[src/rtl/ptm_pkg.sv]
// Purpose: Shared constants and types for the periodic timer block
// Assumes: 8-bit register port, 10-bit counter
// Notes:   Register indexes are byte addresses on the plain register port
package ptm_pkg;

  localparam int CNT_W  = 10;
  localparam int DATA_W = 8;
  localparam int ADDR_W = 4;

  // Register indexes
  localparam logic [ADDR_W-1:0] REG_CTRL0   = 4'h0;
  localparam logic [ADDR_W-1:0] REG_CTRL1   = 4'h1;
  localparam logic [ADDR_W-1:0] REG_CNT_LO  = 4'h2;
  localparam logic [ADDR_W-1:0] REG_CNT_HI  = 4'h3;
  localparam logic [ADDR_W-1:0] REG_CMPA_LO = 4'h4;
  localparam logic [ADDR_W-1:0] REG_CMPA_HI = 4'h5;
  localparam logic [ADDR_W-1:0] REG_PER_LO  = 4'h6;
  localparam logic [ADDR_W-1:0] REG_PER_HI  = 4'h7;
  localparam logic [ADDR_W-1:0] REG_FLAGS   = 4'h8;
  localparam logic [ADDR_W-1:0] REG_INTEN   = 4'h9;

  // Field positions
  localparam int RUN_BIT = 3;
  localparam int MODE_HI = 7;
  localparam int MODE_LO = 6;
  localparam int FUNC_HI = 5;
  localparam int FUNC_LO = 4;
  localparam int OC_BIT  = 3;
  localparam int POL_BIT = 2;
  localparam int CAPTS   = 1;
  localparam int CCLR    = 0;
  localparam int FLAG_A  = 0;
  localparam int FLAG_P  = 1;
  localparam int HI_W    = CNT_W - DATA_W;

  // Reset and special values
  localparam logic [CNT_W-1:0]  CNT_ZERO  = 10'h000;
  localparam logic [CNT_W-1:0]  CNT_ONE   = 10'h001;
  localparam logic [DATA_W-1:0] BYTE_ZERO = 8'h00;
  localparam logic [1:0]        PAIR_ZERO = 2'h0;

  typedef enum logic [1:0] {
    PTM_MODE_CMP = 2'h0,
    PTM_MODE_CAP = 2'h1,
    PTM_MODE_PWM = 2'h2,
    PTM_MODE_TMR = 2'h3
  } ptm_mode_type;

  // Pin-function codes, meaning depends on mode
  localparam logic [1:0] CMP_NOCHG  = 2'h0;
  localparam logic [1:0] CMP_LOW    = 2'h1;
  localparam logic [1:0] CMP_HIGH   = 2'h2;
  localparam logic [1:0] CMP_TOGGLE = 2'h3;
  localparam logic [1:0] PWM_INACT  = 2'h0;
  localparam logic [1:0] PWM_ACT    = 2'h1;
  localparam logic [1:0] PWM_WAVE   = 2'h2;
  localparam logic [1:0] PWM_SINGLE = 2'h3;
  localparam logic [1:0] CAP_RISE   = 2'h0;
  localparam logic [1:0] CAP_FALL   = 2'h1;
  localparam logic [1:0] CAP_BOTH   = 2'h2;
  localparam logic [1:0] CAP_OFF    = 2'h3;

endpackage

[src/rtl/ptm_edge.sv]
// Purpose: Rising and falling edge detect on synchronous pin inputs
// Assumes: Inputs already synchronous to clk
// Notes:   One-cycle pulses, in the same cycle as the level change
`timescale 1ns/100ps
module ptm_edge #(
  parameter int W = 2
) (
  // Clock and reset
  input  wire logic         clk,
  input  wire logic         rst,
  // Levels in, edges out
  input  wire logic [W-1:0] sig,
  output logic      [W-1:0] rise,
  output logic      [W-1:0] fall
);

  typedef struct packed {
    logic [W-1:0] prev;
  } ptm_edge_type;

  ptm_edge_type s_r;
  ptm_edge_type s_nxt;

  always_comb
  begin
    s_nxt      = s_r;
    s_nxt.prev = sig;
  end

  always_ff @(posedge clk)
  begin
    if (rst)
      s_r <= '0;
    else
      s_r <= s_nxt;
  end

  for (genvar i = 0; i < W; i++)
  begin : g_bit
    assign rise[i] = sig[i] & ~s_r.prev[i];
    assign fall[i] = ~sig[i] & s_r.prev[i];
  end

endmodule // ptm_edge

[src/rtl/ptm_clkdiv.sv]
// Purpose: Timer clock enable from the system clock
// Assumes: DIV of 1 gives a tick every cycle
// Notes:   Free running, so the timer clock phase is not tied to run
`timescale 1ns/100ps
module ptm_clkdiv #(
  parameter int DIV = 1
) (
  // Clock and reset
  input  wire logic clk,
  input  wire logic rst,
  // Enable pulse
  output logic      tick
);

  localparam int            CW   = (DIV > 1) ? $clog2(DIV) : 1;
  localparam logic [CW-1:0] LAST = CW'(DIV - 1);
  localparam logic [CW-1:0] STEP = CW'(1);

  typedef struct packed {
    logic [CW-1:0] cnt;
  } ptm_div_type;

  ptm_div_type s_r;
  ptm_div_type s_nxt;

  assign tick = (s_r.cnt == LAST);

  always_comb
  begin
    s_nxt     = s_r;
    s_nxt.cnt = tick ? '0 : s_r.cnt + STEP;
  end

  always_ff @(posedge clk)
  begin
    if (rst)
      s_r <= '0;
    else
      s_r <= s_nxt;
  end

endmodule // ptm_clkdiv

[src/rtl/ptm_top.sv]
// Purpose: 10-bit periodic timer with compare, PWM, single pulse and capture
// Assumes: Pins synchronous to MCLK; timer clock is an enable from a divider
// Notes:   Compare and period registers take effect at once, no buffering
`timescale 1ns/100ps

// Notes on behaviour
// [RULE1] Mode 00 is compare output; counter cleared by overflow, A or P match.
// [RULE2] Clear-select low clears on P match, or overflow if period zero; both flags.
// [RULE3] Clear-select high clears on A match; only the A flag is ever raised.
// [RULE4] Compare A of zero runs to 3FF and overflows without an A flag.
// [RULE5] Software keeps compare A nonzero in compare output mode.
// [RULE6] Compare mode pin changes only on A match: low, high, toggle or nothing.
// [RULE7] Compare mode pin takes the initial level on a run rise.
// [RULE8] Mode 11 counts and flags like compare mode but leaves the pin unused.
// [RULE9] PWM period is period value counts, zero meaning 1024; A sets duty.
// [RULE10] Duty at or above period gives a fully active output.
// [RULE11] PWM raises A flag on A match and P flag on P match.
// [RULE12] PWM level polarity from initial level bit, function bits, invert bit.
// [RULE13] PWM counting keeps running while function bits force a fixed level.
// [RULE14] Single pulse is mode 10 with function 11; run rise starts the pulse.
// [RULE15] External clock pin edge sets the run bit in single pulse mode.
// [RULE16] A match clears run, ends the pulse, flags; software clear ends it too.
// [RULE17] Single pulse counter returns to zero only on run rise; no period use.
// [RULE18] Capture mode 01; source pin selectable; rising, falling or both edges.
// [RULE19] Capture copies counter into compare A and flags; counter keeps running.
// [RULE20] Capture mode P match clears the counter and flags; zero gives full range.
// [RULE21] Capture function 11 disables capture while the counter runs on.
// [RULE22] Counter latched within 1.5 timer clocks; A flag follows latching.
// [RULE23] Run rise zeroes the counter; run fall stops it holding its value.
// [RULE24] Flags stay set until cleared and request an interrupt when enabled.
module ptm_top #(
  parameter int PRESCALE = 1
) (
  // Clock and reset
  input  wire logic                         MCLK,
  input  wire logic                         SYS_RST,
  // Register port
  input  wire logic [ptm_pkg::ADDR_W-1:0]   REG_ADDR,
  input  wire logic [ptm_pkg::DATA_W-1:0]   REG_WDATA,
  input  wire logic                         REG_WR,
  input  wire logic                         REG_RD,
  output logic      [ptm_pkg::DATA_W-1:0]   REG_RDATA,
  // Pins
  input  wire logic                         CAPTURE_INPUT_PIN,
  input  wire logic                         EXT_CLOCK_PIN,
  output logic                              TIMER_OUTPUT_PIN_O,
  output logic                              TIMER_OUTPUT_PIN_OE,
  // Status
  output logic                              MATCH_A_FLAG,
  output logic                              MATCH_P_FLAG,
  output logic                              INT_REQ
);

  import ptm_pkg::*;

  typedef struct packed {
    logic              run;
    logic [DATA_W-1:0] ctrl1;
    logic [CNT_W-1:0]  cnt;
    logic [CNT_W-1:0]  cmpa;
    logic [CNT_W-1:0]  per;
    logic              flag_a;
    logic              flag_p;
    logic [1:0]        inten;
    logic              out;
    logic              cap_pend;
    logic              pin;
    logic              pin_oe;
    logic              irq;
    logic [DATA_W-1:0] rdata;
  } ptm_state_type;

  ptm_state_type    s_r;
  ptm_state_type    s_nxt;
  ptm_mode_type     mode;
  ptm_mode_type     nmode;
  logic [1:0]       func;
  logic [1:0]       nfunc;
  logic             tick;
  logic [1:0]       pin_rise;
  logic [1:0]       pin_fall;
  logic             src_rise;
  logic             src_fall;
  logic [CNT_W-1:0] cnt_inc;
  logic             cmp_like;
  logic             sp_mode;
  logic             a_hit;
  logic             p_hit;
  logic             cap_evt;
  logic             ext_trig;
  logic             a_set;
  logic             p_set;
  logic             pwm_on;
  logic             lvl;

  ptm_clkdiv #(
    .DIV  (PRESCALE)
  ) u_div (
    .clk  (MCLK),
    .rst  (SYS_RST),
    .tick (tick)
  );

  // Index 1 is the external clock pin, index 0 the capture pin
  ptm_edge #(
    .W    (2)
  ) u_edge (
    .clk  (MCLK),
    .rst  (SYS_RST),
    .sig  ({EXT_CLOCK_PIN, CAPTURE_INPUT_PIN}),
    .rise (pin_rise),
    .fall (pin_fall)
  );

  assign mode     = ptm_mode_type'(s_r.ctrl1[MODE_HI:MODE_LO]);
  assign func     = s_r.ctrl1[FUNC_HI:FUNC_LO];
  assign cnt_inc  = s_r.cnt + CNT_ONE;
  assign cmp_like = (mode == PTM_MODE_CMP) || (mode == PTM_MODE_TMR); // see [RULE8]
  assign sp_mode  = (mode == PTM_MODE_PWM) && (func == PWM_SINGLE); // see [RULE14]

  // Matches look at the next count, so a period of zero wraps at 3FF
  assign a_hit = s_r.run && tick && (s_r.cmpa != CNT_ZERO) && (cnt_inc == s_r.cmpa); // see [RULE4]
  assign p_hit = s_r.run && tick && (cnt_inc == s_r.per); // see [RULE9] see [RULE20]

  assign src_rise = s_r.ctrl1[CAPTS] ? pin_rise[1] : pin_rise[0]; // see [RULE18]
  assign src_fall = s_r.ctrl1[CAPTS] ? pin_fall[1] : pin_fall[0];

  // Capture is taken on the system clock, well inside the timer clock bound
  always_comb
  begin
    cap_evt = 1'b0;
    if (s_r.run && (mode == PTM_MODE_CAP))
    begin
      unique case (func)
        CAP_RISE: cap_evt = src_rise;
        CAP_FALL: cap_evt = src_fall;
        CAP_BOTH: cap_evt = src_rise | src_fall;
        CAP_OFF:  cap_evt = 1'b0; // see [RULE21]
      endcase
    end
  end

  assign ext_trig = sp_mode && pin_rise[1]; // see [RULE15]

  always_comb
  begin
    a_set = 1'b0;
    p_set = 1'b0;
    unique case (mode)
      PTM_MODE_CMP, PTM_MODE_TMR:
      begin
        a_set = a_hit; // see [RULE2]
        p_set = p_hit && !s_r.ctrl1[CCLR]; // see [RULE3]
      end
      PTM_MODE_PWM:
      begin
        a_set = a_hit; // see [RULE11] see [RULE16]
        p_set = p_hit && !sp_mode; // see [RULE17]
      end
      PTM_MODE_CAP:
      begin
        a_set = s_r.cap_pend; // see [RULE22]
        p_set = p_hit; // see [RULE20]
      end
    endcase
  end

  always_comb
  begin
    s_nxt = s_r;
    pwm_on = 1'b0;
    lvl = 1'b0;

    // Register writes
    if (REG_WR)
    begin
      unique case (REG_ADDR)
        REG_CTRL0:   s_nxt.run = REG_WDATA[RUN_BIT];
        REG_CTRL1:   s_nxt.ctrl1 = REG_WDATA;
        REG_CMPA_LO: s_nxt.cmpa[DATA_W-1:0] = REG_WDATA;
        REG_CMPA_HI: s_nxt.cmpa[CNT_W-1:DATA_W] = REG_WDATA[HI_W-1:0];
        REG_PER_LO:  s_nxt.per[DATA_W-1:0] = REG_WDATA;
        REG_PER_HI:  s_nxt.per[CNT_W-1:DATA_W] = REG_WDATA[HI_W-1:0];
        REG_FLAGS:
        begin
          if (REG_WDATA[FLAG_A])
            s_nxt.flag_a = 1'b0;
          if (REG_WDATA[FLAG_P])
            s_nxt.flag_p = 1'b0;
        end
        REG_INTEN:   s_nxt.inten = REG_WDATA[1:0];
        default:     s_nxt.inten = s_r.inten;
      endcase
    end

    // Counting on the timer clock; stopped counter keeps its value
    if (s_r.run && tick) // see [RULE23] see [RULE13]
    begin
      s_nxt.cnt = cnt_inc;
      unique case (mode)
        PTM_MODE_CMP, PTM_MODE_TMR:
        begin
          if (s_r.ctrl1[CCLR] ? a_hit : p_hit) // see [RULE1] see [RULE2] see [RULE3]
            s_nxt.cnt = CNT_ZERO;
        end
        PTM_MODE_PWM:
        begin
          if (!sp_mode && p_hit) // see [RULE9] see [RULE17]
            s_nxt.cnt = CNT_ZERO;
        end
        PTM_MODE_CAP:
        begin
          if (p_hit) // see [RULE20]
            s_nxt.cnt = CNT_ZERO;
        end
      endcase
    end

    // Capture wins over a same-cycle software write to compare A
    s_nxt.cap_pend = cap_evt;
    if (cap_evt)
      s_nxt.cmpa = s_r.cnt; // see [RULE19] see [RULE22]

    // Compare output pin state, P matches have no say
    if ((mode == PTM_MODE_CMP) && a_hit) // see [RULE6]
    begin
      unique case (func)
        CMP_NOCHG:  s_nxt.out = s_r.out;
        CMP_LOW:    s_nxt.out = 1'b0;
        CMP_HIGH:   s_nxt.out = 1'b1;
        CMP_TOGGLE: s_nxt.out = ~s_r.out;
      endcase
    end

    // Pulse end by A match, then pin trigger, which wins
    if (sp_mode && a_hit)
      s_nxt.run = 1'b0; // see [RULE16]
    if (ext_trig)
      s_nxt.run = 1'b1; // see [RULE15]

    // Run rise restarts count and reloads the initial pin level
    if (s_nxt.run && !s_r.run)
    begin
      s_nxt.cnt = CNT_ZERO; // see [RULE23] see [RULE17]
      s_nxt.out = s_nxt.ctrl1[OC_BIT]; // see [RULE7]
    end

    // Hardware set wins over software clear
    if (a_set)
      s_nxt.flag_a = 1'b1; // see [RULE24]
    if (p_set)
      s_nxt.flag_p = 1'b1; // see [RULE24]
    s_nxt.irq = |({s_nxt.flag_p, s_nxt.flag_a} & s_nxt.inten); // see [RULE24]

    // Pin from the next state so it lines up with counter and flags
    nmode = ptm_mode_type'(s_nxt.ctrl1[MODE_HI:MODE_LO]);
    nfunc = s_nxt.ctrl1[FUNC_HI:FUNC_LO];
    pwm_on = (s_nxt.cnt < s_nxt.cmpa) ||
             ((s_nxt.per != CNT_ZERO) && (s_nxt.cmpa >= s_nxt.per)); // see [RULE10]
    unique case (nmode)
      PTM_MODE_CMP:
      begin
        s_nxt.pin    = s_nxt.out ^ s_nxt.ctrl1[POL_BIT];
        s_nxt.pin_oe = 1'b1;
      end
      PTM_MODE_PWM:
      begin
        unique case (nfunc)
          PWM_INACT:  lvl = 1'b0; // see [RULE13]
          PWM_ACT:    lvl = 1'b1;
          PWM_WAVE:   lvl = pwm_on;
          PWM_SINGLE: lvl = s_nxt.run; // see [RULE14] see [RULE16]
        endcase
        s_nxt.pin    = (lvl ? s_nxt.ctrl1[OC_BIT] : ~s_nxt.ctrl1[OC_BIT]) ^
                       s_nxt.ctrl1[POL_BIT]; // see [RULE12]
        s_nxt.pin_oe = 1'b1;
      end
      PTM_MODE_CAP, PTM_MODE_TMR:
      begin
        s_nxt.pin    = 1'b0; // see [RULE8]
        s_nxt.pin_oe = 1'b0;
      end
    endcase

    // Read data for the cycle after the strobe only
    s_nxt.rdata = BYTE_ZERO;
    if (REG_RD)
    begin
      unique case (REG_ADDR)
        REG_CTRL0:   s_nxt.rdata = BYTE_ZERO | (DATA_W'(s_r.run) << RUN_BIT);
        REG_CTRL1:   s_nxt.rdata = s_r.ctrl1;
        REG_CNT_LO:  s_nxt.rdata = s_r.cnt[DATA_W-1:0];
        REG_CNT_HI:  s_nxt.rdata = DATA_W'(s_r.cnt[CNT_W-1:DATA_W]);
        REG_CMPA_LO: s_nxt.rdata = s_r.cmpa[DATA_W-1:0];
        REG_CMPA_HI: s_nxt.rdata = DATA_W'(s_r.cmpa[CNT_W-1:DATA_W]);
        REG_PER_LO:  s_nxt.rdata = s_r.per[DATA_W-1:0];
        REG_PER_HI:  s_nxt.rdata = DATA_W'(s_r.per[CNT_W-1:DATA_W]);
        REG_FLAGS:   s_nxt.rdata = DATA_W'({s_r.flag_p, s_r.flag_a});
        REG_INTEN:   s_nxt.rdata = DATA_W'(s_r.inten);
        default:     s_nxt.rdata = BYTE_ZERO;
      endcase
    end
  end

  always_ff @(posedge MCLK)
  begin
    if (SYS_RST)
      s_r <= '0;
    else
      s_r <= s_nxt;
  end

  assign REG_RDATA           = s_r.rdata;
  assign TIMER_OUTPUT_PIN_O  = s_r.pin;
  assign TIMER_OUTPUT_PIN_OE = s_r.pin_oe;
  assign MATCH_A_FLAG        = s_r.flag_a;
  assign MATCH_P_FLAG        = s_r.flag_p;
  assign INT_REQ             = s_r.irq;
endmodule // ptm_top

[config.mk]
export PLATFORM = sky130hd
export DESIGN_NAME = ptm_top
export DESIGN_NICKNAME = d
export VERILOG_FILES = /design/src/rtl/ptm_pkg.sv /design/src/rtl/ptm_edge.sv /design/src/rtl/ptm_clkdiv.sv /design/src/rtl/ptm_top.sv
export SDC_FILE = /design/constraint.sdc
export NUM_CORES = 1
export LEC_CHECK = 0
export BUFFER_PORTS_ARGS = -buffer_cell sky130_fd_sc_hd__buf_2
export CORE_MARGIN = 1.5
export CORE_UTILIZATION = 55
export DETAILED_ROUTE_END_ITERATION = 10
export GPL_TIMING_DRIVEN = 0
export PLACE_DENSITY = 0.82
export RECOVER_POWER = 25
export SYNTH_ARGS = -nofsm -noshare
export SYNTH_HDL_FRONTEND = slang
export SYNTH_SLANG_ARGS = --single-unit
[constraint.sdc]
create_clock -name MCLK -period 4.2 [get_ports MCLK]
set_input_delay 0.63 -clock MCLK [delete_from_list [all_inputs] [get_ports MCLK]]
set_output_delay 0.63 -clock MCLK [all_outputs]
set_load 0.03 [all_outputs]
==> flow_results.xml <==
<?xml version="1.0" encoding="UTF-8"?>
<metrics>
  <group name="floorplanning">
    <metric name="initial_core_util" unit="%">57.3</metric>
    <metric name="core_area" unit="mm^2">0.00733</metric>
    <metric name="width_of_the_die" unit="um">90.4</metric>
    <metric name="die-area" unit="mm^2">0.00817</metric>
    <metric name="die_h" unit="um">90.4</metric>
    <metric name="rows" unit="">31</metric>
    <metric name="num_io_pins" unit="">31</metric>
  </group>
  <group name="worst_setup_path">
    <metric name="worst-endpoint-arrival" unit="ps">4630</metric>
    <metric name="crit_path_end_kind" unit="">flip-flop</metric>
    <metric name="worst_setup_path_start_kind" unit="">flip-flop</metric>
    <metric name="critPathRequiredTime" unit="ps">4490</metric>
    <metric name="critical_path.max_fanout" unit="">8</metric>
    <metric name="critical_path_class" unit="">flip-flop to flip-flop</metric>
  </group>
  <group name="timing">
    <metric name="worst_slack" unit="ps">-142</metric>
    <metric name="unrepaired_setup_endpoints_after_global_routing" unit="">yes</metric>
    <metric name="tightest_slew" unit="ps">725</metric>
    <metric name="whs" unit="ps">514</metric>
    <metric name="final.setup_skew" unit="ps">9.77</metric>
    <metric name="finalCriticalPeriod" unit="ps">4340</metric>
    <metric name="f_max" unit="MHz">230</metric>
    <metric name="maxSlewViolCount" unit="">0</metric>
    <metric name="timing.final.crit_share" unit="%">103</metric>
    <metric name="timing.slew.headroom" unit="%">51.7</metric>
    <metric name="hold_viol" unit="">0</metric>
    <metric name="final-setup-viol-count" unit="">1</metric>
  </group>
  <group name="yosys">
    <metric name="synthesis.yosys.warnings" unit="">0</metric>
    <metric name="proportion_of_synthesized_flip_flops_having_asynchronous_set_or_reset" unit="%">0</metric>
    <metric name="synth-edff-count" unit="">0</metric>
    <metric name="ys_ff_latch" unit="">59</metric>
    <metric name="yosys.cell_types.count" unit="">73</metric>
    <metric name="synthDominantAreaCellType" unit="">dfxtp_1</metric>
    <metric name="syn_nets" unit="">550</metric>
    <metric name="avgSynthCellArea" unit="um^2">8.25</metric>
    <metric name="ys.flop_type" unit="">dfxtp_1</metric>
    <metric name="netlist_area" unit="mm^2">0.00420</metric>
    <metric name="yosys-top-cells-area" unit="">dfxtp_1 (28%), ha_1 (6.8%), mux2i_1 (6.4%), nor2_1 (4.8%), nand3_1 (3.7%)</metric>
    <metric name="syn-instance-count" unit="">509</metric>
    <metric name="sequential_share_of_the_synthesized_area" unit="%">28.1</metric>
    <metric name="synthDominantCellAreaShare" unit="%">28.1</metric>
  </group>
  <group name="drt">
    <metric name="num_vias" unit="">4379</metric>
    <metric name="finalWirelength" unit="um">13900</metric>
    <metric name="viasPerCell" unit="">6.66</metric>
    <metric name="route.detailed.drc" unit="">0</metric>
    <metric name="detail-route-antenna-nets" unit="">0</metric>
    <metric name="number_of_iterations_in_the_first_detailed_routing_pass" unit="">5</metric>
    <metric name="dr.first_iter.drc_count" unit="">558</metric>
    <metric name="avgRoutedWirePerCell" unit="um">21.1</metric>
  </group>
  <group name="pwr">
    <metric name="power.leakage" unit="nW">2.08</metric>
    <metric name="power.ir.vdd_worst" unit="mV">0.222</metric>
    <metric name="power_density" unit="mW/mm^2">249</metric>
    <metric name="report.power.total" unit="mW">1.23</metric>
  </group>
  <group name="global_route">
    <metric name="first_global_vias" unit="">4047</metric>
    <metric name="grt_pass1_wl" unit="um">21300</metric>
    <metric name="antenna_found_initial" unit="">0</metric>
    <metric name="groute.usage.overall" unit="%">33.7</metric>
    <metric name="largest_net_degree_at_the_start_of_global_routing" unit="">13</metric>
    <metric name="globalRouteOverflowTotal" unit="">0</metric>
  </group>
  <group name="clocking">
    <metric name="clkSinkCount" unit="">59</metric>
    <metric name="h-tree-depth" unit="">3</metric>
    <metric name="cts_tree" unit="">yes</metric>
    <metric name="worst_skew_pair.late_latency" unit="ps">360</metric>
    <metric name="hold_buffers" unit="">0</metric>
    <metric name="ctsLongestPathBuffers" unit="">2</metric>
    <metric name="numCtsBuffers" unit="">9</metric>
    <metric name="cts-root-buf" unit="">clkbuf_8</metric>
    <metric name="worst_setup_hold_path_clk_slew" unit="ps">80</metric>
  </group>
  <group name="place">
    <metric name="detailed_place.area" unit="mm^2">0.00446</metric>
    <metric name="finalWeightedCongestion" unit="">0.999</metric>
    <metric name="dp.final_hpwl" unit="um">9460</metric>
    <metric name="placedCellCount" unit="">635</metric>
    <metric name="numPortBuffers" unit="">27</metric>
  </group>
  <group name="final_layout">
    <metric name="post_layout_nonfiller_instances" unit="">658</metric>
    <metric name="final_common_cell" unit="">nor2_1</metric>
    <metric name="antenna-diode-count" unit="">0</metric>
    <metric name="post_route_cells_drive_above_1_share" unit="%">23.4</metric>
    <metric name="nFillCells" unit="">549</metric>
    <metric name="final_nets" unit="">595</metric>
    <metric name="area_growth_syn_to_layout" unit="%">18.2</metric>
    <metric name="mostFrequentLayoutCells" unit="">nor2_1 (51), dfxtp_1 (50), nand3_1 (30), nand2_1 (30), mux2i_1 (27)</metric>
    <metric name="final_core_util" unit="%">67.7</metric>
    <metric name="final_area" unit="mm^2">0.00496</metric>
  </group>
  <group name="status">
    <metric name="violations" unit="">setup timing</metric>
    <metric name="status" unit="">finished with violations</metric>
  </group>
  <group name="flow_run">
    <metric name="max-cap-violations" unit="">0</metric>
  </group>
  <group name="hold_path">
    <metric name="hold_path.class" unit="">input port to flip-flop</metric>
  </group>
</metrics>
## final timing paths
check,end,depth (start not counted),slack (ps),start
min reg2reg,MATCH_A_FLAG$_SDFF_PP0_,2,520,MATCH_A_FLAG$_SDFF_PP0_
min,u_edge.s_r[0]$_SDFF_PP0_,2,510,CAPTURE_INPUT_PIN
max,TIMER_OUTPUT_PIN_O$_SDFF_PP0_,20,-140,s_r[29]$_SDFF_PP0_
max reg2reg,TIMER_OUTPUT_PIN_O$_SDFF_PP0_,20,-140,s_r[29]$_SDFF_PP0_
## cell families (layout without fill, tap and decap cells)
family	after synthesis	count (layout)	share of synthesized area, %
AND/OR/NAND/NOR	208	208	26.3
AO/OA/AOI/OAI	105	105	18.0
flip-flops	59	59	28.1
buffers and inverters	54	104	7.09
multiplexers	34	34	8.31
XOR/XNOR	25	25	5.21
adder cells (fa/ha/maj)	23	23	6.85
other	1	1	0.0893
## per-stage QoR
stage               TNS, ps  worst slack (ps)
global placement       -593              -593
finish                 -142              -142
global route           -355              -355
CTS                   -76.4             -76.4
detailed placement     -599              -599
floorplan                 0              44.1
## synth_stat cells (all sizes together), types with 15 or more instances
library cell and n:
dfxtp 59, nor2 55, nand2 33, nand3 32, mux2i 27, buf 26, o21ai 26, ha 23
nor2b 18, inv 17, a21oi 16, xnor2 15
## final cells by class
| class | count | area [um^2] | share of cell area [%] |
|---|---|---|---|
| plain buffers | 35 | 255 | 5.14 |
| flip-flops and latches | 59 | 1200 | 24.2 |
| clock inverters | 7 | 76.3 | 1.54 |
| inverters | 17 | 63.8 | 1.29 |
| repair buffers | 36 | 190 | 3.83 |
| well taps | 99 | 124 | 2.49 |
| clock buffers | 9 | 124 | 2.49 |
| multi-input cells | 396 | 2930 | 59.0 |
## worst max-delay path, cell delays in order (launching register included)
cell,delay [ps]
dfxtp_1,400
or4_1,520
nor4_2,290
nor4_2,110
and4_4,230
a21oi_2,150
a211oi_2,60
or2_1,250
buf_6,150
o21ai_2,120
a2bb2oi_2,230
ha_4,240
a21oi_1,120
o21ai_0,100
or3_4,410
nor3_4,160
buf_4,140
nand3_1,70
o211a_1,250
a31o_1,170
a21oi_1,120
## where the power goes
group	switching (mW)	internal [mW]	leakage [nW]	total, mW
combinational	0.0757	0.0430	1.50	0.119
sequential	0.00939	0.564	0.483	0.573
clock	0.266	0.276	0.0958	0.542
## layer usage
metal / GRT usage (%) / vias up / share of wire, %
met1: 42.5 / 2016 / 38
met3: 7.91 / 98 / 12
met4: 22.4 / 0 / 6.7
met5: 0 / - / 0
met2: 51.1 / 332 / 43
li1: - / 1933 / -
## state kept, by name, summed over array words and instances, names as in the netlist
signal / flops
u_div.s_r: 1
INT_REQ: 1
TIMER_OUTPUT_PIN_OE: 1
func: 2
MATCH_P_FLAG: 1
TIMER_OUTPUT_PIN_O: 1
MATCH_A_FLAG: 1
u_edge.s_r: 2
mode: 2
REG_RDATA: 8
s_r: 39
## what timing repair did
item                                    4_1_cts  5_1_grt
endpoints found under the setup margin        1        1
setup buffers                                 7        2
pin swaps                                    12       12
resized for setup                            31       34
cloned                                        0        0
Power figures use the tool's default switching activity.
